[config.mk]
export PLATFORM = sky130hd
export DESIGN_NAME = byte_eeprom_access_ctrl
export DESIGN_NICKNAME = d
export VERILOG_FILES = /design/src/design/nv_pkg.sv /design/src/design/byte_eeprom_access_ctrl.sv
export SDC_FILE = /design/constraint.sdc
export NUM_CORES = 2
export LEC_CHECK = 0
export BUFFER_PORTS_ARGS = -buffer_cell sky130_fd_sc_hd__clkbuf_2
export CORE_MARGIN = 4
export CORE_UTILIZATION = 36
export DETAILED_ROUTE_END_ITERATION = 8
export MAX_ROUTING_LAYER = met4
export SLEW_MARGIN = 20
export SYNTH_ARGS = -nofsm -noshare
export SYNTH_HDL_FRONTEND = slang
export SYNTH_SLANG_ARGS = --single-unit
[constraint.sdc]
create_clock -name i_clk -period 3.55 [get_ports i_clk]
set_input_delay 0.5325 -clock i_clk [delete_from_list [all_inputs] [get_ports i_clk]]
set_output_delay 0.5325 -clock i_clk [all_outputs]
set_load 0.02 [all_outputs]
[src/design/nv_pkg.sv]
// shared constants and types of the byte storage access controller
package nv_pkg;

   // ----------------------------------------
   // register offsets
   // ----------------------------------------
   localparam logic [7:0] PFLAG_OFF  = 8'h0C;
   localparam logic [7:0] DATA_OFF   = 8'h9A;
   localparam logic [7:0] ADDR_OFF   = 8'h9B;
   localparam logic [7:0] CTRL_OFF   = 8'h9C;
   localparam logic [7:0] UNLOCK_OFF = 8'h9D;

   // ----------------------------------------
   // field positions and keys
   // ----------------------------------------
   localparam int RD_BIT    = 0;
   localparam int WR_BIT    = 1;
   localparam int ALLOW_BIT = 2;
   localparam int ABORT_BIT = 3;
   localparam int DONE_BIT  = 7;
   localparam logic [7:0] UNLOCK_KEY1 = 8'h55;
   localparam logic [7:0] UNLOCK_KEY2 = 8'hAA;
   localparam logic [7:0] ERASED_BYTE = 8'hFF;
   localparam logic [7:0] ZERO_BYTE   = 8'h00;

   // ----------------------------------------
   // timing
   // ----------------------------------------
   localparam int CLK_MHZ       = 25;
   localparam int WRITE_TIME_US = 4;
   localparam int PWRT_MS       = 64;
   localparam int WRITE_CYCLES  = WRITE_TIME_US * CLK_MHZ;
   localparam int PWRT_CYCLES   = PWRT_MS * 1000 * CLK_MHZ;
   localparam int TIMER_W       = 21;

   // ----------------------------------------
   // state
   // ----------------------------------------
   typedef enum logic [1:0] {UNL_IDLE, UNL_GOT_KEY1, UNL_GOT_KEY2} unlock_e;
   typedef enum logic [1:0] {PH_IDLE, PH_ERASE, PH_PROGRAM} phase_e;

   typedef struct packed {
      logic [7:0]         data;
      logic [7:0]         address;
      logic               rd;
      logic               wr;
      logic               allow;
      logic               abort;
      logic               done;
      unlock_e            step;
      phase_e             phase;
      logic [TIMER_W-1:0] timer;
      logic [7:0]         wr_addr;
      logic [7:0]         wr_data;
      logic [TIMER_W-1:0] pwrt_cnt;
      logic               pwrt_done;
      logic [7:0]         rdata;
      logic [7:0]         prog_data;
   } state_s;

   localparam state_s STATE_RESET = '{
      data: ZERO_BYTE, address: ZERO_BYTE, rd: 1'b0, wr: 1'b0, allow: 1'b0,
      abort: 1'b0, done: 1'b0, step: UNL_IDLE, phase: PH_IDLE, timer: '0,
      wr_addr: ZERO_BYTE, wr_data: ZERO_BYTE, pwrt_cnt: '0, pwrt_done: 1'b0,
      rdata: ZERO_BYTE, prog_data: ZERO_BYTE};

endpackage

[src/design/byte_eeprom_access_ctrl.sv]
// register controlled access to a 256 byte nonvolatile data store
//
// The address-and-strobe port was decided locally.
`timescale 1ns/1ps

// How it works
// (RULE1) 256 bytes, 8-bit address register selects one
// (RULE2) each write erases byte, then programs it
// (RULE3) internal timer sets the write duration
// (RULE4) protected store reads zeros to programmer
// (RULE5) read/write triggers set-only, hardware clears them
// (RULE6) write needs write_allow; cleared at power-up
// (RULE7) pin/watchdog reset mid-write sets abort flag
// (RULE8) reset clears address and data registers
// (RULE9) finished write sets write_done_flag; software clears
// (RULE10) unlock port stores nothing, reads zero
// (RULE11) control bits 7..4 read zero
// (RULE12) read trigger loads data next cycle
// (RULE13) data register holds until read or write
// (RULE14) 55h, AAh, write trigger in consecutive cycles
// (RULE15) write trigger refused unless write_allow set
// (RULE16) hardware never clears write_allow mid-write; here a pin/watchdog reset clears it, also mid-write
// (RULE17) writes blocked while power-up timer runs
// (RULE18) software leaves registers alone while writing

module byte_eeprom_access_ctrl
   import nv_pkg::*;
#(
   parameter int WRITE_CNT = WRITE_CYCLES,
   parameter int PWRT_CNT  = PWRT_CYCLES
)
(
   input  wire logic       i_clk,
   input  wire logic       i_rst,
   input  wire logic       i_pin_reset,
   input  wire logic       i_wdt_reset,
   input  wire logic [7:0] i_addr,
   input  wire logic [7:0] i_wdata,
   input  wire logic       i_wr,
   input  wire logic       i_rd,
   output logic      [7:0] o_rdata,
   output logic            o_write_busy,
   output logic            o_write_done_flag,
   input  wire logic       i_protect,
   input  wire logic [7:0] i_prog_addr,
   output logic      [7:0] o_prog_data
);

   // ----------------------------------------
   // storage and decode
   // ----------------------------------------
   localparam int ERASE_CNT = WRITE_CNT / 2;
   localparam int PROG_CNT  = WRITE_CNT - ERASE_CNT;

   logic [7:0] mem [256];
   state_s     st_reg;
   state_s     st_next;
   logic       mem_we;
   logic [7:0] mem_wa;
   logic [7:0] mem_wd;
   logic [7:0] rd_byte;
   logic       sys_reset;
   logic       wr_data_reg;
   logic       wr_addr_reg;
   logic       wr_ctrl;
   logic       wr_unlock;
   logic       wr_pflag;
   logic       write_start;
   logic       erase_end;
   logic       write_end;

   assign sys_reset   = i_pin_reset | i_wdt_reset;
   assign wr_data_reg = i_wr && (i_addr == DATA_OFF);
   assign wr_addr_reg = i_wr && (i_addr == ADDR_OFF);
   assign wr_ctrl     = i_wr && (i_addr == CTRL_OFF);
   assign wr_unlock   = i_wr && (i_addr == UNLOCK_OFF);
   assign wr_pflag    = i_wr && (i_addr == PFLAG_OFF);
   // (RULE1) full 8-bit address
   assign rd_byte     = mem[st_reg.address];

   // (RULE14) key steps then trigger
   // (RULE15) needs write_allow already set
   // (RULE6) write_allow gates every start
   // (RULE17) power-up timer must be done
   assign write_start = wr_ctrl && i_wdata[WR_BIT] && (st_reg.step == UNL_GOT_KEY2)
                        && st_reg.allow && st_reg.pwrt_done && !st_reg.wr;
   assign erase_end   = (st_reg.phase == PH_ERASE)
                        && (st_reg.timer == TIMER_W'(ERASE_CNT - 1));
   assign write_end   = (st_reg.phase == PH_PROGRAM)
                        && (st_reg.timer == TIMER_W'(PROG_CNT - 1));

   // ----------------------------------------
   // next state
   // ----------------------------------------
   always_comb
   begin
      st_next = st_reg;
      mem_we  = 1'b0;
      mem_wa  = st_reg.wr_addr;
      mem_wd  = st_reg.wr_data;

      // (RULE17) power-up write block
      if (!st_reg.pwrt_done)
      begin
         if (st_reg.pwrt_cnt == TIMER_W'(PWRT_CNT - 1))
            st_next.pwrt_done = 1'b1;
         else
            st_next.pwrt_cnt = st_reg.pwrt_cnt + 1'b1;
      end

      // (RULE13) data only moves on read, write or pin/watchdog reset
      // plain register writes
      if (wr_data_reg)
         st_next.data = i_wdata;
      if (wr_addr_reg)
         st_next.address = i_wdata;
      if (wr_ctrl)
      begin
         st_next.allow = i_wdata[ALLOW_BIT];
         st_next.abort = i_wdata[ABORT_BIT];
         // (RULE5) triggers can only be set
         if (i_wdata[RD_BIT])
            st_next.rd = 1'b1;
      end
      // (RULE9) software clears by writing zero
      if (wr_pflag && !i_wdata[DONE_BIT])
         st_next.done = 1'b0;

      // unlock sequencer: any break in the strict cadence drops back
      unique case (st_reg.step)
         UNL_IDLE:
            if (wr_unlock && (i_wdata == UNLOCK_KEY1))
               st_next.step = UNL_GOT_KEY1;
         UNL_GOT_KEY1:
            st_next.step = (wr_unlock && (i_wdata == UNLOCK_KEY2)) ? UNL_GOT_KEY2
                                                                   : UNL_IDLE;
         UNL_GOT_KEY2:
            st_next.step = UNL_IDLE;
      endcase

      // (RULE12) byte lands one cycle after trigger
      if (st_reg.rd)
      begin
         st_next.data = rd_byte;
         st_next.rd   = 1'b0;
      end

      // (RULE16) allow not consulted once running
      // latch target so later register edits cannot corrupt the write
      if (write_start)
      begin
         st_next.wr      = 1'b1;
         st_next.phase   = PH_ERASE;
         st_next.timer   = '0;
         st_next.wr_addr = st_reg.address;
         st_next.wr_data = st_reg.data;
      end

      // (RULE3) timed erase then program
      // (RULE2) erase happens first
      unique case (st_reg.phase)
         PH_IDLE:
            ;
         PH_ERASE:
            if (erase_end)
            begin
               mem_we        = 1'b1;
               mem_wd        = ERASED_BYTE;
               st_next.phase = PH_PROGRAM;
               st_next.timer = '0;
            end
            else
               st_next.timer = st_reg.timer + 1'b1;
         PH_PROGRAM:
            if (write_end)
            begin
               mem_we        = 1'b1;
               st_next.phase = PH_IDLE;
               // (RULE5) hardware clears write trigger
               st_next.wr    = 1'b0;
               // (RULE9) completion sets flag, set wins
               st_next.done  = 1'b1;
            end
            else
               st_next.timer = st_reg.timer + 1'b1;
         default:
            st_next.phase = PH_IDLE;
      endcase

      // (RULE7) reset mid-write aborts and flags it
      // (RULE8) address and data cleared
      if (sys_reset)
      begin
         if (st_reg.wr)
            st_next.abort = 1'b1;
         st_next.data    = ZERO_BYTE;
         st_next.address = ZERO_BYTE;
         st_next.rd      = 1'b0;
         st_next.wr      = 1'b0;
         st_next.allow   = 1'b0;
         st_next.step    = UNL_IDLE;
         st_next.phase   = PH_IDLE;
         st_next.timer   = '0;
         mem_we          = 1'b0;
      end

      // read port answers from current state
      st_next.rdata = ZERO_BYTE;
      if (i_rd)
      begin
         unique case (i_addr)
            DATA_OFF:  st_next.rdata = st_reg.data;
            ADDR_OFF:  st_next.rdata = st_reg.address;
            // (RULE11) upper control bits zero
            CTRL_OFF:  st_next.rdata = {4'h0, st_reg.abort, st_reg.allow,
                                        st_reg.wr, st_reg.rd};
            PFLAG_OFF: st_next.rdata = {st_reg.done, 7'h00};
            // (RULE10) unlock port has no storage
            default:   st_next.rdata = ZERO_BYTE;
         endcase
      end

      // (RULE4) protected store hides from programmer
      st_next.prog_data = i_protect ? ZERO_BYTE : mem[i_prog_addr];
   end

   // ----------------------------------------
   // registers
   // ----------------------------------------
   always_ff @(posedge i_clk or posedge i_rst)
   begin
      if (i_rst)
         st_reg <= STATE_RESET;
      else
         st_reg <= st_next;
   end

   // array has no reset: contents are nonvolatile
   always_ff @(posedge i_clk)
   begin
      if (mem_we)
         mem[mem_wa] <= mem_wd;
   end

   assign o_rdata           = st_reg.rdata;
   assign o_write_busy      = st_reg.wr;
   assign o_write_done_flag = st_reg.done;
   assign o_prog_data       = st_reg.prog_data;

   // ----------------------------------------
   // checks
   // ----------------------------------------
   logic [TIMER_W-1:0] busy_cnt;
   logic [7:0]         erased_byte;

   assign erased_byte = mem[st_reg.wr_addr];

   always_ff @(posedge i_clk or posedge i_rst)
   begin
      if (i_rst)
         busy_cnt <= '0;
      else if (st_reg.wr)
         busy_cnt <= busy_cnt + 1'b1;
      else
         busy_cnt <= '0;
   end
endmodule

---- Word-level counts from Yosys, hierarchy flattened ----
Memory sizes are Yosys's and may differ from the RTL's.
Cells that the tools add are included.
word-level totals
  bits of input ports ..................... 31
  RAM bits ................................ 2048
  output and inout port bits .............. 18
  memories ................................ 1
  bits in registers ....................... 100
operators by class
  eq/ne operators ......................... 14
  bitwise operators ....................... 3
  mux-type cells .......................... 39
  reductions and logical operators ........ 23
  add/subtract/negate cells ............... 2
memory list
  memory  depth  bits a word  rd ports  clocked after memory_dff  wr ports  line                           source
  mem     256    8            2         0                         1         byte_eeprom_access_ctrl.sv:55  logic [7:0] mem [256];
operators with widths
  kind                                                   count
  two-way mux 8 bit                                      7
  adder 21 x 1 -> 21 bit (second input constant)         2
  two-way mux 21 bit                                     2
  case mux 21 bit (2 select lines)                       1
  equality test 8 bit (second input constant)            5
  two-way mux 39 bit                                     1
  case mux 8 bit (4 select lines)                        1
  two-way mux 25 bit                                     1
  equality test 21 bit (second input constant)           1
  equality test 21 x 6 -> 1 bit (second input constant)  1
  two-way mux 20 bit                                     1
  two-way mux 1 bit                                      17
  logical AND 1 bit                                      15
  case mux 2 bit (3 select lines)                        2
  two-way mux 2 bit                                      5
  equality test 8 x 4 -> 1 bit (second input constant)   1
  equality test 8 x 7 -> 1 bit (second input constant)   1
  equality test 2 x 1 -> 1 bit (second input constant)   2
  equality test 2 bit (second input constant)            2
  zero test 2 bit                                        2
  nonzero test 2 bit                                     2
  != test 3 bit (second input constant)                  1
  nonzero test 3 bit                                     1
  zero test 1 bit                                        2
  4 further kinds                                        5

---- Depth between registers and ports, before layout ----
  depth after elaboration ................. 11
  depth in mapped cells ................... 12
  gate-level depth less buffers ........... 9

---- Worst setup path before layout ----
No wires, ideal clock.
  path kind ............................... reg-to-reg
  start ................................... register st_reg[57] (netlist name)
  end ..................................... memory mem[0][0] (data pin)
  data arrival time ....................... 3.391 ns
  cell stages (with the launch flop) ...... 7
  setup slack ............................. -0.397 ns
  data required time ...................... 2.995 ns
  setup time .............................. 0.555 ns
  buffers on the path ..................... 1
  path through ............................ dfrtp_1 -> or4_1 -> nor4_1 -> and4_1 -> buf_4 -> and2_1 -> or2_2
between the ends
  cells in the longest elaborated chain, start to end .. 4
RTL lines
  item                           line                            source
  start: declaration             byte_eeprom_access_ctrl.sv:56   state_s st_reg;
  start signal: assignment       byte_eeprom_access_ctrl.sv:235  st_reg <= st_next;
  equality test 21 x 6 -> 1 bit  byte_eeprom_access_ctrl.sv:88   && (st_reg.timer == TIMER_W'(ERASE_CNT - 1));
  logical AND 1 bit              byte_eeprom_access_ctrl.sv:88
  two-way mux 8 bit              byte_eeprom_access_ctrl.sv:165  if (erase_end)
  two-way mux 8 bit              byte_eeprom_access_ctrl.sv:161  unique case (st_reg.phase)
  named net mem_wd[0]            byte_eeprom_access_ctrl.sv:60   logic [7:0] mem_wd;
  end: declaration               byte_eeprom_access_ctrl.sv:55
The timed path passes the listed nets, and every way through them passes these cells.

---- Worst setup path after layout ----
  start ................................... register st_reg[87] (netlist name)
  end ..................................... register st_reg[94] (netlist name)
between the ends
  cells in the longest elaborated chain, start to end .. 3
RTL lines
  item                       line                            source
  memory read (256 x 8 bit)  -
  two-way mux 8 bit          byte_eeprom_access_ctrl.sv:142  if (st_reg.rd)
  two-way mux 20 bit         byte_eeprom_access_ctrl.sv:192  if (sys_reset)
No other way between the ends.
A chain may end at the register's enable or synchronous reset.

==> metrics.csv <==
stage,metric,value,unit
status,status,"finished, final reports clean",
min_path,hold_class,input port to flop,
placed_design,dp.final_hpwl,221,mm
floorplan,chipWidth,536,um
floorplan,std_cell_rows,193,
synthesis,async_reset_ff_frac,0.0466,
sta,setup_viol,0,
worst_setup_path,crit_path_end_kind,flop,
power_and_ir_drop,power_density,442,nW/um2
synthesis,synth_top_family_by_area,multiplexers,
placed_design,pre_cts_slack,-138,ps
cells_and_area,post-route-util,0.423,
synthesis,avgSynthCellArea,19.6,um2
routing,firstDrtPassIters,5,
sta,rsz0062_at_grt,false,
routing,drt-wirelength-per-cell,33.1,um
synthesis,seq_area_frac_synth,0.638,
worst_setup_path,cp_data_arrival_time,4240,ps
routing,viasPerCell,6.07,
synthesis,muxShareOfSynthArea,0.271,
synthesis,synth-simple-area-share,0.0372,
worst_setup_path,critPathTopFamily,compound AO/OA/AOI/OAI gates,
routing,wl,318,mm
worst_setup_path,cp_cell_sequence,"nor3_1, nand2b_1, o22ai_1, a211oi_1, o41ai_1, o31ai_1",
synthesis,synth_enable_flop_cells,2048,
sta,slew-limit-headroom,0.200,
flow_run,drv_cap,0,
global_route,grt_use_total,0.226,
global_route,grt_pass1_vias,58637,
global_route,grt_max_degree,114,
worst_setup_path,crit_type,flop to flop,
synthesis,synth_compound_area_frac,0.0293,
placed_design,io_buffers,48,
synthesis,ys_seq_elements,2148,
sta,setup_tns,0,ps
clock_tree,clock_sinks,2148,
routing,vias,58303,
clock_tree,clk_latency,870,ps
power_and_ir_drop,p_leak,42.1,nW
sta,skew,41.2,ps
floorplan,die_h,536,um
clock_tree,cts_buffers,218,
power_and_ir_drop,power,51.8,mW
placed_design,place_congestion,0.957,
sta,worst_slew_pin_slew,1190,ps
sta,worst_slack,10.2,ps
worst_setup_path,critPathBufInv,0,
global_route,grt_pass1_wl,451,mm
clock_tree,clk_pin_slew,60,ps
clock_tree,cts_setup_buffers,0,
worst_setup_path,start_kind,flop,
floorplan,io_pins,49,
sta,hold_viol,0,
floorplan,die_area,287000,um2
worst_setup_path,crit_fanout,19,
synthesis,syn_area,100000,um2
synthesis,syn_inst,5118,
worst_setup_path,crit_required,4250,ps
floorplan,core_area,277000,um2
worst_setup_path,crit_slowest_cell,o41ai_1,
power_and_ir_drop,ir_worst_vdd,0.520,mV
clock_tree,htreeDepth,4,
sta,max_clock_freq,0.283,GHz
cells_and_area,largest_reg_flops,2048,
routing,drc_errors,0,
clock_tree,clockBufferDepth,3,
sta,slew_viol_final,0,
synthesis,yosys_warnings,0,
synthesis,synth_xor_area_frac,0.00175,
worst_setup_path,cpPeakStageDelay,1110,ps
sta,period_minus_slack,3540,ps
cells_and_area,drive_above_1_share,0.394,
sta,finalCritPeriodShare,0.997,
routing,first_iter_violations,8315,
routing,drtAntennaViolNets,0,
clock_tree,root_buffer,clkbuf_16,
floorplan,start_util,0.362,
synthesis,synthDistinctLibCells,69,
synthesis,syn_nets,5159,
global_route,antenna_found_initial,18,
synthesis,synth_flop_cell,edfxtp_1,
global_route,overflow,0,
cells_and_area,area_growth,16.7,%
cells_and_area,final_nets,5744,
synthesis,synthAdderAreaFrac,0.00125,
clock_tree,cts_tree,done,
==> stage by stage <==
step / cells / hold WS [ps] / cell area (um2)
finish: 9607 / 59.4 / 117000
global route: 9604 / 79.1 / 117000
CTS: 9597 / 7.88 / 117000
detailed placement: 9182 / 460 / 110000
global placement: 9182 / 446 / 110000
floorplan: 5118 / 434 / 100000
==> worst paths after layout <==
path | from | end | cells after the start | slack [ps]
setup reg to reg | st_reg[87]$_DFFE_PP0P_ | st_reg[94]$_DFFE_PP0P_ | 6 | 10
max in group asynchronous | i_rst | st_reg[34]$_DFFE_PP0P_ | 4 | 2270
setup / recovery | st_reg[87]$_DFFE_PP0P_ | st_reg[94]$_DFFE_PP0P_ | 6 | 10
hold reg to reg | st_reg[25]$_DFFE_PP0P_ | st_reg[25]$_DFFE_PP0P_ | 1 | 460
hold / removal | i_wdata[1] | st_reg[85]$_DFFE_PP0P_ | 3 | 60
min in group asynchronous | i_rst | st_reg[64]$_DFF_PP0_ | 3 | 370
==> worst register-to-register path: cells and delay by family, from the launching register on <==
family,cells,cell delay [ps]
compound gates,4,1650
flops,1,690
simple gates,2,1040
==> per-layer routing <==
metal / vias to the layer above / global-route usage / wire length (um)
met5: - / - / 0
met4: 0 / 0.0776 / 13200
met3: 571 / 0.0515 / 32600
met2: 3404 / 0.339 / 147000
met1: 31174 / 0.305 / 125000
li1: 23154 / - / -
==> logic make-up after synthesis <==
family	after synthesis
xor+xnor	20
flops	2148
simple gates	803
compound gates	435
mux	1284
buf+inv	418
fa+ha+maj	10
==> repair_timing <==
| item | CTS | global route |
|---|---|---|
| hold buffers | 6 | 0 |
| hold endpoints to repair | 70 | 0 |
| gates resized for setup | 0 | 3 |
| setup endpoints to repair | 0 | 580 |
==> placed cells by master (no fill, tap or decap), types with 61 or more instances in the layout <==
master     instances
buf_12           102
edfxtp_1        2048
clkbuf_16        221
a22oi_1           88
nand2_1          131
mux4_2          1139
a21oi_1           70
o21ai_0           61
nand3_1           62
mux2i_1          108
buf_4            616
nor2_1           363
dfrtp_1           94
==> power breakdown <==
group	switching, mW	total (mW)	internal [mW]
registers	0.0207	27.4	27.3
clock network	10.0	23.3	13.2
logic	0.726	1.19	0.467
==> synthesized netlist by cell type (all sizes together) (11+ instances only) <==
cell	count	area [um2]
o21ai	64	320
clkbuf	135	507
dfrtp	100	2500
inv	12	45.0
nand2	133	502
buf	271	1680
xnor2	15	131
and2	19	119
nor4	25	156
nand4	16	100
or2	17	106
a21oi	70	350
edfxtp	2048	61500
a31oi	17	106
o221ai	39	342
nand3b	13	97.6
and3	11	68.8
nor2b	53	332
nor2	367	1380
o22ai	60	375
nor3	35	180
a211oi	39	293
nand3	69	350
mux2i	108	1080
mux2	37	417
mux4	1139	25700
nand2b	17	106
a22oi	88	661
==> final cells by class <==
| class | instances | area (um2) |
|---|---|---|
| antenna | 10 | 25.0 |
| clock buffer | 280 | 5880 |
| clock inverter | 129 | 1280 |
| fill | 23970 | 160000 |
| inverter | 12 | 48.8 |
| multi-input combinational | 2552 | 34200 |
| sequential | 2148 | 64000 |
| tap | 3705 | 4640 |
| timing repair buffer | 771 | 7000 |
No activity file was read; power rests on OpenSTA's default activity.
